[src/design/fbw_pkg.sv]
package fbw_pkg;

    // ---------------------------------------------------------------------
    // Clock and timing
    // ---------------------------------------------------------------------
    localparam int unsigned CLK_FREQ_HZ      = 125_000_000;
    // Monitor period 40.960 ms plus 5 % tolerance, in microseconds.
    localparam int unsigned MON_PERIOD_US    = 40_960;
    localparam int unsigned MON_TOL_PCT      = 5;
    localparam int unsigned MON_LIMIT_US     = MON_PERIOD_US + (MON_PERIOD_US * MON_TOL_PCT) / 100;
    // Toggle watchdog 327 ms plus 16 ms, in milliseconds.
    localparam int unsigned TOG_PERIOD_MS    = 327;
    localparam int unsigned TOG_TOL_MS       = 16;
    localparam int unsigned TOG_LIMIT_MS     = TOG_PERIOD_MS + TOG_TOL_MS;
    // A microsecond tick is the time base of both timers.
    localparam int unsigned US_CYCLES        = CLK_FREQ_HZ / 1_000_000;
    localparam int unsigned MON_TICKS        = MON_LIMIT_US;
    localparam int unsigned TOG_TICKS        = TOG_LIMIT_MS * 1000;

    // ---------------------------------------------------------------------
    // Configuration constants
    // ---------------------------------------------------------------------
    // Profile code that selects nibble mode; the value is arbitrary.
    localparam logic [3:0] ID_CODE_NIBBLE    = 4'h6;
    localparam logic [4:0] ADDR_ZERO         = 5'h00;

    // ---------------------------------------------------------------------
    // Carriers
    // ---------------------------------------------------------------------
    typedef struct packed {
        logic data_exchange;
        logic write_param;
        logic delete_addr;
        logic data_out_event;
        logic nibble_select_bit;
    } fbw_req_type;

    typedef struct packed {
        logic       watchdog_enable;
        logic       port_gated_watchdog_flag;
        logic       extended_nibble_mode_bit;
        logic [3:0] id_code;
        logic [4:0] slave_addr;
    } fbw_cfg_type;

    // Register map of the software port.
    localparam logic [3:0] REG_STATUS     = 4'h0;
    localparam logic [3:0] REG_IRQ_STATUS = 4'h1;
    localparam logic [3:0] REG_IRQ_CLEAR  = 4'h2;
    localparam logic [3:0] REG_IRQ_ENABLE = 4'h3;

    localparam int unsigned IRQ_MON_TIMEOUT = 0;
    localparam int unsigned IRQ_WDG_RESET   = 1;
    localparam int unsigned IRQ_TOG_RESET   = 2;
    localparam int unsigned IRQ_WIDTH       = 3;

    typedef enum logic [1:0] {
        FBW_OFF,
        FBW_ARMED,
        FBW_EXPIRED
    } fbw_state_type;

endpackage : fbw_pkg

[src/design/fbw_watchdog.sv]
module fbw_watchdog
    import fbw_pkg::*;
#(
    parameter int unsigned MON_LIMIT = MON_TICKS,
    parameter int unsigned TOG_LIMIT = TOG_TICKS
) (
    input  wire logic        clk,
    input  wire logic        arst_n,
    input  wire fbw_req_type req,
    input  wire fbw_cfg_type cfg,
    input  wire logic        param_port_bit_zero,
    input  wire logic [3:0]  reg_addr,
    input  wire logic [31:0] reg_wdata,
    input  wire logic        reg_write,
    input  wire logic        reg_read,
    output logic [31:0]      reg_rdata,
    output logic             red_fault_indicator,
    output logic             force_reset,
    output logic             exchange_disable,
    output logic             irq
);

    // ---------------------------------------------------------------------
    // Input synchronisation
    // ---------------------------------------------------------------------
    logic port_meta;
    logic port_sync;

    always_ff @(posedge clk or negedge arst_n) begin
        if (!arst_n) begin
            port_meta <= 1'b0;
            port_sync <= 1'b0;
        end else begin
            port_meta <= param_port_bit_zero;
            port_sync <= port_meta;
        end
    end

    // ---------------------------------------------------------------------
    // Microsecond tick
    // ---------------------------------------------------------------------
    // The divider runs freely, so a newly started timer may see its first
    // tick early and time out up to one tick short of its limit.
    logic [$clog2(US_CYCLES)-1:0] div_count;
    logic                         us_tick;

    always_ff @(posedge clk or negedge arst_n) begin
        if (!arst_n) begin
            div_count <= '0;
            us_tick   <= 1'b0;
        end else if (div_count == ($clog2(US_CYCLES))'(US_CYCLES - 1)) begin
            div_count <= '0;
            us_tick   <= 1'b1;
        end else begin
            div_count <= div_count + 1'b1;
            us_tick   <= 1'b0;
        end
    end

    // ---------------------------------------------------------------------
    // Conditions
    // ---------------------------------------------------------------------
    logic addr_valid;
    logic wdg_mode;
    logic nibble_mode;
    logic exchange_seen;
    logic mon_expired;
    logic tog_expired;
    logic tog_restart;
    logic last_select;
    logic wdg_fire;
    logic tog_fire;

    assign addr_valid    = cfg.slave_addr != ADDR_ZERO;
    assign wdg_mode      = cfg.watchdog_enable
                         || (cfg.port_gated_watchdog_flag && port_sync);
    assign nibble_mode   = (cfg.id_code == ID_CODE_NIBBLE)
                         && cfg.extended_nibble_mode_bit && wdg_mode;
    assign exchange_seen = req.data_exchange || req.write_param;

    // ---------------------------------------------------------------------
    // Communication monitor
    // ---------------------------------------------------------------------
    fbw_state_type mon_state;

    // In watchdog mode a timeout stays armed for the one cycle of the forced
    // reset, which then disarms; only outside watchdog mode does it expire.
    always_ff @(posedge clk or negedge arst_n) begin
        if (!arst_n) begin
            mon_state <= FBW_OFF;
        end else if (req.delete_addr || force_reset) begin
            mon_state <= FBW_OFF;
        end else begin
            unique case (mon_state)
                FBW_OFF: begin
                    if (req.write_param && addr_valid) begin
                        mon_state <= FBW_ARMED;
                    end
                end
                FBW_ARMED: begin
                    if (mon_expired && !exchange_seen && !wdg_mode) begin
                        mon_state <= FBW_EXPIRED;
                    end
                end
                FBW_EXPIRED: begin
                    if (exchange_seen) begin
                        mon_state <= FBW_ARMED;
                    end
                end
                // The unused code falls back to the disarmed state.
                default: begin
                    mon_state <= FBW_OFF;
                end
            endcase
        end
    end

    fbw_timer #(
        .LIMIT (MON_LIMIT),
        .WIDTH ($clog2(MON_LIMIT + 1))
    ) u_mon_timer (
        .clk     (clk),
        .arst_n  (arst_n),
        .tick    (us_tick),
        .restart (exchange_seen),
        .run     (mon_state == FBW_ARMED),
        .expired (mon_expired)
    );

    always_ff @(posedge clk or negedge arst_n) begin
        if (!arst_n) begin
            red_fault_indicator <= 1'b0;
        end else begin
            // The LED follows the next state out of expiry, so a delete or forced reset darkens it at once.
            red_fault_indicator <= (mon_state == FBW_EXPIRED) && !exchange_seen
                                && !req.delete_addr && !force_reset;
        end
    end

    assign wdg_fire = (mon_state == FBW_ARMED) && mon_expired && !exchange_seen
                    && wdg_mode;

    // ---------------------------------------------------------------------
    // Toggle watchdog
    // ---------------------------------------------------------------------
    logic tog_armed;

    always_ff @(posedge clk or negedge arst_n) begin
        if (!arst_n) begin
            tog_armed <= 1'b0;
        end else if (req.delete_addr || force_reset) begin
            tog_armed <= 1'b0;
        end else if (req.data_out_event && addr_valid) begin
            tog_armed <= 1'b1;
        end
    end

    always_ff @(posedge clk or negedge arst_n) begin
        if (!arst_n) begin
            last_select <= 1'b0;
        end else if (req.data_exchange) begin
            // The select bit only means something during an exchange.
            last_select <= req.nibble_select_bit;
        end
    end

    // The master flips the select bit each exchange; a flip restarts the timer.
    assign tog_restart = (req.data_exchange && (req.nibble_select_bit != last_select))
                       || (req.data_out_event && !tog_armed);

    fbw_timer #(
        .LIMIT (TOG_LIMIT),
        .WIDTH ($clog2(TOG_LIMIT + 1))
    ) u_tog_timer (
        .clk     (clk),
        .arst_n  (arst_n),
        .tick    (us_tick),
        .restart (tog_restart),
        .run     (tog_armed && nibble_mode),
        .expired (tog_expired)
    );

    assign tog_fire = tog_armed && nibble_mode && tog_expired && !tog_restart;

    // ---------------------------------------------------------------------
    // Unconditioned reset and exchange disable
    // ---------------------------------------------------------------------
    always_ff @(posedge clk or negedge arst_n) begin
        if (!arst_n) begin
            force_reset <= 1'b0;
        end else begin
            // One cycle long: the reset disarms both supervisors on the next edge.
            force_reset <= (wdg_fire || tog_fire) && !force_reset;
        end
    end

    always_ff @(posedge clk or negedge arst_n) begin
        if (!arst_n) begin
            exchange_disable <= 1'b0;
        end else if (force_reset) begin
            // A forced reset wins over a parameter write in the same cycle.
            exchange_disable <= 1'b1;
        end else if (req.write_param) begin
            exchange_disable <= 1'b0;
        end
    end

    // ---------------------------------------------------------------------
    // Interrupts
    // ---------------------------------------------------------------------
    logic [IRQ_WIDTH-1:0] irq_status;
    logic [IRQ_WIDTH-1:0] irq_enable;
    logic [IRQ_WIDTH-1:0] irq_event;
    logic                 mon_expired_d;

    always_ff @(posedge clk or negedge arst_n) begin
        if (!arst_n) begin
            mon_expired_d <= 1'b0;
        end else begin
            mon_expired_d <= red_fault_indicator;
        end
    end

    // Each event is taken in its first cycle only, so a held condition counts once.
    always_comb begin
        irq_event                  = '0;
        irq_event[IRQ_MON_TIMEOUT] = red_fault_indicator && !mon_expired_d;
        irq_event[IRQ_WDG_RESET]   = wdg_fire && !force_reset;
        irq_event[IRQ_TOG_RESET]   = tog_fire && !force_reset;
    end

    // A set in the clearing cycle wins over the clear.
    always_ff @(posedge clk or negedge arst_n) begin
        if (!arst_n) begin
            irq_status <= '0;
        end else if (reg_write && reg_addr == REG_IRQ_CLEAR) begin
            irq_status <= (irq_status & ~reg_wdata[IRQ_WIDTH-1:0]) | irq_event;
        end else begin
            irq_status <= irq_status | irq_event;
        end
    end

    always_ff @(posedge clk or negedge arst_n) begin
        if (!arst_n) begin
            irq_enable <= '0;
        end else if (reg_write && reg_addr == REG_IRQ_ENABLE) begin
            irq_enable <= reg_wdata[IRQ_WIDTH-1:0];
        end
    end

    assign irq = |(irq_status & irq_enable);

    // ---------------------------------------------------------------------
    // Register read port
    // ---------------------------------------------------------------------
    always_ff @(posedge clk or negedge arst_n) begin
        if (!arst_n) begin
            reg_rdata <= '0;
        end else if (reg_read) begin
            unique case (reg_addr)
                REG_STATUS: begin
                    reg_rdata <= {25'h0, wdg_mode, nibble_mode, tog_armed,
                                  exchange_disable, red_fault_indicator, mon_state};
                end
                REG_IRQ_STATUS: begin
                    reg_rdata <= {29'h0, irq_status};
                end
                REG_IRQ_ENABLE: begin
                    reg_rdata <= {29'h0, irq_enable};
                end
                default: begin
                    reg_rdata <= '0;
                end
            endcase
        end else begin
            reg_rdata <= '0;
        end
    end

endmodule : fbw_watchdog

[src/design/fbw_timer.sv]
module fbw_timer
    import fbw_pkg::*;
#(
    parameter int unsigned LIMIT = 1000,
    parameter int unsigned WIDTH = 20
) (
    input  wire logic clk,
    input  wire logic arst_n,
    input  wire logic tick,
    input  wire logic restart,
    input  wire logic run,
    output logic      expired
);

    logic [WIDTH-1:0] count;

    // ---------------------------------------------------------------------
    // Counts ticks while running; restart and stop both clear it.
    // ---------------------------------------------------------------------
    always_ff @(posedge clk or negedge arst_n) begin
        if (!arst_n) begin
            count   <= '0;
            expired <= 1'b0;
        end else if (restart || !run) begin
            count   <= '0;
            expired <= 1'b0;
        end else if (tick && !expired) begin
            if (count == WIDTH'(LIMIT - 1)) begin
                expired <= 1'b1;
            end
            count <= count + 1'b1;
        end
    end

endmodule : fbw_timer

[config.mk]
export PLATFORM = sky130hd
export DESIGN_NAME = fbw_watchdog
export DESIGN_NICKNAME = d
export VERILOG_FILES = /design/src/design/fbw_pkg.sv /design/src/design/fbw_watchdog.sv /design/src/design/fbw_timer.sv
export SDC_FILE = /design/constraint.sdc
export NUM_CORES = 1
export LEC_CHECK = 0
export ABC_AREA = 0
export ABC_CLOCK_PERIOD_IN_PS = 4850
export BUFFER_PORTS_ARGS = -buffer_cell sky130_fd_sc_hd__buf_2
export CORE_AREA = 8 8 88 90
export CTS_CLUSTER_DIAMETER = 60
export DETAILED_ROUTE_END_ITERATION = 10
export DIE_AREA = 0 0 96 98
export PLACE_DENSITY_LB_ADDON = 0.3
export SETUP_SLACK_MARGIN = 0.15
export SLEW_MARGIN = 20
export SYNTH_ARGS = -nofsm -noshare
export SYNTH_HDL_FRONTEND = slang
export SYNTH_SLANG_ARGS = --single-unit
[constraint.sdc]
create_clock -name clk -period 4.85 [get_ports clk]
set_input_delay 0 -clock clk [delete_from_list [all_inputs] [get_ports clk]]
set_output_delay 0 -clock clk [all_outputs]
set_load 0.005 [all_outputs]
**Word-level counts from Yosys, hierarchy flattened**

Cells that the tools add are included.

- Bits in registers: 93
- Bits of input ports: 58
- Output and inout bits: 36
- Logic and storage cells: 120

- Add/subtract/negate cells: 3
- Equal/unequal tests: 13
- Mux-type cells: 24
- Bitwise gates (word level): 5
- Reductions and logical operators: 57

Operators with widths:

| kind | count |
|---|---|
| $mux 19 | 2 |
| $mux 16 | 2 |
| $mux 32 | 1 |
| $logic_and 1x1->1 | 26 |
| $pmux 7 s3 | 1 |
| $add 19x1->19 const B | 1 |
| $eq 19x19->1 const B | 1 |
| $add 16x1->16 const B | 1 |
| $eq 16x16->1 const B | 1 |
| $reduce_bool 2->1 | 6 |
| $logic_not 1->1 | 11 |
| $mux 1 | 11 |
| $ne 3x3->1 const B | 3 |
| $eq 4x2->1 const B | 2 |
| $mux 2 | 4 |
| $add 7x1->7 const B | 1 |
| $eq 7x7->1 const B | 1 |
| $logic_or 1x1->1 | 7 |
| $mux 7 | 1 |
| $and 3x3->3 | 2 |
| $or 3x3->3 | 2 |
| $pmux 2 s3 | 1 |
| $reduce_bool 5->1 | 1 |
| $eq 4x1->1 const B | 1 |
| 11 further kinds | 12 |

**Longest topological paths before layout**

Gate-level depths: netlist of the first run.

- Word-level depth: 9
- Depth in mapped cells: 6
- Depth with buffers taken out: 5

**Modules after synthesis**

From an unflattened synthesis of the first run, not the netlist that was laid out.

- Cell total of the unflattened synthesis: 342
- Area, all modules: 3529.6 µm²

Modules (own cells, without submodules):

| module | instances | cells an instance | area each (µm²) | sequential area each (µm²) |
|---|---|---|---|---|
| fbw_watchdog | 1 | 149 | 1585.3 | 775.7 |
| fbw_timer at u_tog_timer | 1 | 103 | 1057.3 | 500.5 |
| fbw_timer at u_mon_timer | 1 | 90 | 887.1 | 425.4 |

**Least setup slack after synthesis of the first run**

OpenSTA, ideal clock, no wires.

- Path kind: reg2reg
- Start point: reg u_tog_timer.count[0]
- End point: reg u_tog_timer.count[16]
- Library setup time: 78 ps
- Arrival time: 1736 ps
- Data required time: 4772 ps
- Setup slack: 3035 ps
- Stages on the path, launching flop included: 6
- Buffers on the path: 0
- Period minus slack after synthesis: 1815 ps
- Path through: dfrtp_1 -> ha_1 -> nand4b_2 -> or4_4 -> or3_1 -> a21oi_1

- Cells in the longest elaborated chain, start to end: 3

Ends and longest elaborated chain:

| item | line | source |
|---|---|---|
| from (decl) | fbw_timer.sv:15 | `logic [WIDTH-1:0] count;` |
| from (signal assigned) | fbw_timer.sv:31 | `count <= count + 1'b1;` |
| $add 19x1->19 | fbw_timer.sv:31 |  |
| $mux 19 | fbw_timer.sv:27 | `end else if (tick && !expired) begin` |
| $mux 19 | fbw_timer.sv:24 | `end else if (restart \|\| !run) begin` |

Every way passes these cells. The select of a mux whose other input is x is not followed.
A chain may end at the register's enable or synchronous reset.

**Final worst setup path of the first run**

- Start point: reg mon_state[1]
- End point: reg u_mon_timer.count[11]

- Cells in the longest elaborated chain, start to end: 4
- Elaborated cells between the ends (all ways): 5
- Classes of those cells: eq/ne (1); mux (1); reduce/logical (3)

Ends and longest elaborated chain:

| item | line | source |
|---|---|---|
| from (decl) | fbw_watchdog.sv:84 | `fbw_state_type mon_state;` |
| from (signal assigned) | fbw_watchdog.sv:90 | `mon_state <= FBW_OFF;` |
| from (signal assigned) | fbw_watchdog.sv:92 | `mon_state <= FBW_OFF;` |
| from (signal assigned) | fbw_watchdog.sv:97 | `mon_state <= FBW_ARMED;` |
| $eq 2x1->1 (*) | fbw_watchdog.sv:126 | `.run (mon_state == FBW_ARMED),` |
| $logic_not 1->1 (*) | fbw_timer.sv:24 |  |
| $logic_or 1x1->1 (*) | fbw_timer.sv:24 |  |
| $mux 16 / $reduce_bool 2->1 (equally long branches) | - |  |
| to (signal assigned) | fbw_timer.sv:31 |  |
| to (decl) | fbw_timer.sv:15 |  |

Every way passes the cells marked *; elsewhere a longest branch is shown, timed or not.

==> results.yml, run 1 <==
status:
  status: "finished clean"
routing:
  vias: 2638
  wl_per_cell_um: 13.72
  wirelength_um: 6780
  drt_drc_violations_left: 0
  first_pass_iters: 5
  via_per_inst: 5.340
  drt.antenna.violating_nets: 0
  dr.first_iter.drc_count: 124
grt:
  grt_pass1_wl_um: 11590
  grt_usage_pct: 15.15
  antenna_found_initial: 0
  grt_pass1_vias: 2596
  grt.overflow.total: 0
  grt_max_degree: 69
synthesis:
  ys_top_cells_by_area: "dfrtp_1 (50%), buf_4 (5.5%), nor2_1 (4.5%)"
  syn-cell-area_um2: 3427
  ys_seq_area_share_pct: 49.65
  synthMostInstantiatedCell: "dfrtp_1"
  syn_avg_cell_area_um2: 9.708
  yosys_warnings: 0
  syn_inst: 353
  synth.top_cell.area_share_pct: 49.65
  synthArstFlopShare_pct: 100.0
  synth_edf_count: 0
  ys.flop_type: "dfrtp_1"
  synth_seq_cells: 68
  synth_top_area_cell: "dfrtp_1"
  synth_common_cells: "dfrtp_1 (68), nor2_1 (41), nand2_1 (26)"
  yosysUniqueCellTypes: 48
die:
  die_x_um: 96
  rows: 30
  coreArea_um2: 6494
  die_h_um: 98
  initial_core_util_pct: 52.77
  num_io_pins: 94
  dieArea_um2: 9408
timing:
  fmax_ghz: 0.4678
  finalClockSkew_ns: 0.006542
  period_share_pct: 44.07
  hold_viol: 0
  relSlewSlack_pct: 44.68
  tightest_slew_ns: 0.8275
  setup_viol: 0
  slew_violations: 0
  finalSetupTns_ns: 0
  final.min_clock_period_ns: 2.137
  rsz0062_at_grt: "no"
setup_path:
  worst-endpoint-arrival_ns: 2.32
  end_kind: "flip-flop"
  max_stage_delay_ns: 0.83
  required_ns: 5.03
  timing.rr.end: "u_mon_timer.count[11]"
  crit_chain: "or4b_1, o2111ai_2, or3_1, a21oi_1"
  start_kind: "flip-flop"
  worstSetupPathType: "flip-flop to flip-flop"
  reg2reg_setup_slack_ns: 2.71
  cp_slowest_cell: "or4b_1"
  regToRegStartpoint: "mon_state[1]"
  crit_fanout: 19
  r2r_cells: 4
clock_tree:
  clkTransAtPathRegs_ns: 0.07
  cts_buffer_depth: 2
  insertion_delay_ns: 0.33
  cts_setup_buffers: 0
  cts-root-buf: "clkbuf_8"
  cts_max_level: 3
  cts_buffers: 9
  cts_tree: "built"
  cts.sinks: 68
finish:
  n_antenna_cell: 0
  area_delta_synth_final_pct: 15.33
  drive_above_1_share_pct: 15.94
  fin_util_pct: 60.87
  finish.net_count: 472
pwr:
  internal_power_uw: 860.5
  leakage_nw: 1.761
  netSwitchingFraction_pct: 23.06
  powerDensity_nw_per_um2: 283.0
  comb_power_share_pct: 6.7
  p_seq_share_pct: 52.7
  p_sw_uw: 257.9
  p_clk_share_pct: 40.6
  vdd.ir_drop.worst_v: 0.0002673
hold_path:
  min_path_cells: 4
  min_path_type: "input pin to flip-flop"
  holdPathEnd: "reg_rdata[2]"
  hold_path.startpoint: "reg_addr[2]"
place:
  gp_congestion: 0.7590
  port_buffers: 39
  dp.final_hpwl_um: 4628
flow_run:
  drv_cap: 0
==> metal layers <==
| layer | share of wire, % | track usage (%) |
|---|---|---|
| met2 | 50 | 25.12 |
| met3 | 5.5 | 2.916 |
| met5 | 0 | 0 |
| met4 | 1.3 | 6.272 |
| met1 | 43 | 18.49 |
==> critical path: cells and delay by family, from the launching register on <==
kind | cells | cell delay [ns]
AOI/OAI and AO/OA | 2 | 0.54
DFF | 1 | 0.45
and+or+nand+nor | 2 | 1.00
==> registers in the layout, summed over array words and instances (netlist names), 2 cells and up <==
register	count
div_count	7
irq_enable	3
irq_status	3
mon_state	2
reg_rdata	7
u_mon_timer.count	16
u_tog_timer.count	19
==> layout by cell type, fill, tap and decap left out, drive strengths merged, types with 6 or more instances in the layout <==
cell type    netlist  layout
nand4b             6       6
o21ai             19      19
dfrtp             68      68
nor4               7       7
nand3             10      10
conb               1      25
nand2             26      26
nand4             10      10
inv               12      12
xnor2             12      12
xor2              13      13
buf               29      40
clkbuf             6      11
dlygate4sd3        0      17
or3                8       8
a21oi             19      19
nor2              41      41
==> cell type report <==
class | count | area, µm²
fillers | 540 | 2541
flip-flops and latches | 68 | 1702
multi-input cells | 262 | 1541
repair buffers | 57 | 372.9
clock buffers | 11 | 141.4
well taps | 80 | 100.1
clock inverters | 4 | 50.05
inverters | 12 | 45.04
==> how the worst max path moves through the flow <==
stage / startpoint / endpoint / cells past startpoint / slack (ns)
floorplan: u_tog_timer.count[0] / u_tog_timer.count[16] / 5 / 3.04
global placement: mon_state[1] / u_mon_timer.count[9] / 4 / 2.75
detailed placement: mon_state[1] / u_mon_timer.count[15] / 4 / 2.73
CTS: mon_state[1] / u_mon_timer.count[9] / 4 / 2.72
global route: mon_state[1] / u_mon_timer.count[13] / 4 / 2.58
finish: mon_state[1] / u_mon_timer.count[11] / 4 / 2.71
==> per-stage QoR <==
step / hold WS [ns] / total power [mW] / instances / instance area [µm²] / setup WS (ns)
floorplan: -0.2956 / 0.6457 / 377 / 3517 / 3.035
global placement: 0.1262 / 0.6632 / 462 / 3591 / 2.752
detailed placement: 0.1246 / 0.6660 / 462 / 3591 / 2.728
CTS: 0.03243 / 1.128 / 494 / 3953 / 2.724
global route: 0.06467 / 1.169 / 494 / 3953 / 2.577
finish: 0.04340 / 1.118 / 494 / 3953 / 2.713
==> power by group through the flow <==
| stage | Combinational [mW] | Clock [mW] | Sequential [mW] |
|---|---|---|---|
| after floorplan | 0.0489 | 0 | 0.597 |
| after global routing | 0.0867 | 0.493 | 0.590 |
| after detailed placement | 0.0662 | 0 | 0.600 |
| final | 0.0752 | 0.454 | 0.589 |
| after CTS | 0.0754 | 0.464 | 0.589 |
| after global placement | 0.0645 | 0 | 0.599 |
==> what timing repair did <==
item	in CTS	in global routing
hold endpoints to repair	82	0
hold buffers	17	0
resized for setup	0	0
==> cells by family after synthesis <==
kind of cell | synth area share, %
AND/OR/NAND/NOR | 23.22
flip-flops | 49.65
AO/OA/AOI/OAI | 10.19
buffers and inverters | 7.995
XOR/XNOR | 6.389
adder cells (fa/ha/maj) | 1.460
multiplexers | 0.9857
other | 0.1094
No activity file was read; power rests on OpenSTA's default activity.
==> run 2: changes to the inputs <==
--- a/config.mk
+++ b/config.mk
@@ -6,12 +6,12 @@
 export NUM_CORES = 1
 export LEC_CHECK = 0
 export ABC_AREA = 0
-export ABC_CLOCK_PERIOD_IN_PS = 4850
+export ABC_CLOCK_PERIOD_IN_PS = 1800
 export BUFFER_PORTS_ARGS = -buffer_cell sky130_fd_sc_hd__buf_2
-export CORE_AREA = 8 8 88 90
+export CORE_AREA = 8 8 95 97
 export CTS_CLUSTER_DIAMETER = 60
 export DETAILED_ROUTE_END_ITERATION = 10
-export DIE_AREA = 0 0 96 98
+export DIE_AREA = 0 0 103 105
 export PLACE_DENSITY_LB_ADDON = 0.3
 export SETUP_SLACK_MARGIN = 0.15
 export SLEW_MARGIN = 20
==> constraint.sdc (replaced) <==
create_clock -name clk -period 1.8 [get_ports clk]
set_input_delay 0 -clock clk [delete_from_list [all_inputs] [get_ports clk]]
set_output_delay 0 -clock clk [all_outputs]
set_load 0.005 [all_outputs]
==> run 2 against run 1 <==
Effect of this change:
- sequential share of layout area shrank 3.4 points
- largest cell class unchanged
- global-route usage shrank 1.7 points
- sequential power grew to 2.7 times the previous value
- critical path type unchanged
- power grew to 2.7 times the previous value
- setup slack lost 2.6 ns
- largest power group unchanged
- first-iteration DRC count shrank 47%
- flip-flop and latch count is the same
- via count grew 3.9%
==> results.yml, run 2 (same netlist as run 1, synthesis figures left out) <==
timing:
  finalSetupTns_ns: 0
  finalClockSkew_ns: 0.007307
  slew_violations: 0
  final.min_clock_period_ns: 1.690
  setup_viol: 0
  period_share_pct: 93.89
  setup_slack_ns: 0.1100
  fmax_ghz: 0.5917
  rsz0062_at_grt: "yes"
  hold_viol: 0
  whs_ns: 0.02839
setup_path:
  end_kind: "flip-flop"
  crit_chain: "nand2_1, or4_4, or3_4, a21oi_2"
  crit_family: "simple AND/OR/NAND/NOR gates"
  cp_slowest_cell: "or4_4"
  worstSetupEndpoint: "u_tog_timer.count[16]"
  timing.rr.end: "u_tog_timer.count[16]"
  start_kind: "flip-flop"
  worst-endpoint-arrival_ns: 1.96
  r2r_cells: 4
  regToRegStartpoint: "u_tog_timer.count[4]"
  max_stage_delay_ns: 0.57
  crit_fanout: 4
  required_ns: 2.07
  reg2reg_setup_slack_ns: 0.11
  cp_num_cells: 4
  crit_path_start: "u_tog_timer.count[4]"
  crit_buf_inv: 0
  worstSetupPathType: "flip-flop to flip-flop"
finish:
  n_antenna_cell: 0
  layout_commonest_cell: "dfrtp_1"
  largestRegisters: "u_tog_timer.count x19, u_mon_timer.count x16"
  regMostFlops: "u_tog_timer.count"
  area_delta_synth_final_pct: 25.34
  largest_reg_flops: 19
  final_cell_mix: "dfrtp_1 (67), nor2_1 (41), buf_2 (39), buf_4 (31), nand2_1 (26)"
  final_cell_area_um2: 4295
  finish.net_count: 502
  drive_above_1_share_pct: 24.27
routing:
  wirelength_um: 7091
  via_per_inst: 5.011
  drt_drc_violations_left: 0
  first_pass_iters: 4
  wl_per_cell_um: 12.96
  dr.first_iter.drc_count: 66
  drt.antenna.violating_nets: 0
  vias: 2741
pwr:
  vdd.ir_drop.worst_v: 0.0003332
  leakage_nw: 1.943
  powerDensity_nw_per_um2: 708.7
clock_tree:
  clkTransAtPathRegs_ns: 0.07
  cts.sinks: 68
  insertion_delay_ns: 0.34
  cts_tree: "built"
  cts_buffers: 9
  cts_max_level: 3
  cts-root-buf: "clkbuf_8"
  cts_buffer_depth: 2
grt:
  grt_max_degree: 69
  grt_pass1_wl_um: 11760
  grt_usage_pct: 13.45
  grt.overflow.total: 0
  grt_pass1_vias: 2668
  antenna_found_initial: 0
place:
  dp.final_hpwl_um: 4969
  port_buffers: 39
  gp_congestion: 0.8363
  dp_worst_setup_slack_ns: 0.06824
  postPlaceCellArea_um2: 3782
die:
  coreArea_um2: 7527
  initial_core_util_pct: 45.53
  die_h_um: 105
  dieArea_um2: 10820
  die_x_um: 103
  num_io_pins: 94
  rows: 32
flow_run:
  drv_cap: 0
hold_path:
  min_path_type: "input pin to flip-flop"
status:
  status: "finished clean"
## run 2: cell types whose count changed in the layout (fill, tap and decap cells not counted), sizes merged
cell         before  now
dlygate4sd3      17   16
clkinv            1    3
clkbuf           11   10
buf              40   71
## run 2: worst min-delay path, stage by stage
cell and delay (ns):
buf_2 0.07, nand4b_1 0.09, nor2_1 0.04, and2_1 0.12
## run 2: worst min path at each step
stage	from	to	slack, ns	cells after the start
6_report	cfg[8]	reg_rdata[5]	0.03	4
2_1_floorplan	arst_n	div_count[0]	-0.30	0
3_3_place_gp	arst_n	u_tog_timer.count[18]	0.05	2
3_5_place_dp	arst_n	u_tog_timer.count[16]	0.05	2
5_1_grt	cfg[8]	reg_rdata[5]	0.05	4
4_1_cts	reg_addr[2]	reg_rdata[0]	0.01	4
## run 2: area by class of cell
| type | count | area (µm²) |
|---|---|---|
| timing repair buffer | 87 | 608.1 |
| fill | 703 | 3232 |
| multi-input combinational | 262 | 1610 |
| inverter | 12 | 45.04 |
| clock buffer | 10 | 137.6 |
| tap | 102 | 127.6 |
| clock inverter | 6 | 63.81 |
| sequential | 68 | 1703 |
## run 2: timing repair
item                                   4_1_cts  5_1_grt
hold buffers                                16        0
endpoints found under the hold margin       83        0
pin swaps                                    2        6
setup endpoints to repair                    6       12
buffers inserted                             8        6
gates resized for setup                      1       10
## run 2: per-layer routing
metal	part of all wire, %	track usage, %	vias up
met2	50	22.65	50
met4	2.0	7.135	0
met5	0	0	-
met3	5.0	2.654	11
li1	-	-	1362
met1	43	15.56	1318
## run 2: power by group
part / switching, mW / internal, mW / leakage [nW]
Combinational: 0.119 / 0.100 / 0.929
Clock: 0.567 / 0.674 / 0.0983
Sequential: 0.0225 / 1.56 / 0.916
## run 2: stage by stage
stage / utilization (%) / std cells / total power, mW
after floorplan: - / 377 / 1.740
after global placement: 50.25 / 501 / 1.800
after CTS: 55.87 / 541 / 3.087
after detailed placement: 50.25 / 501 / 1.807
after global routing: 57.06 / 547 / 3.169
final: 57.06 / 547 / 3.044
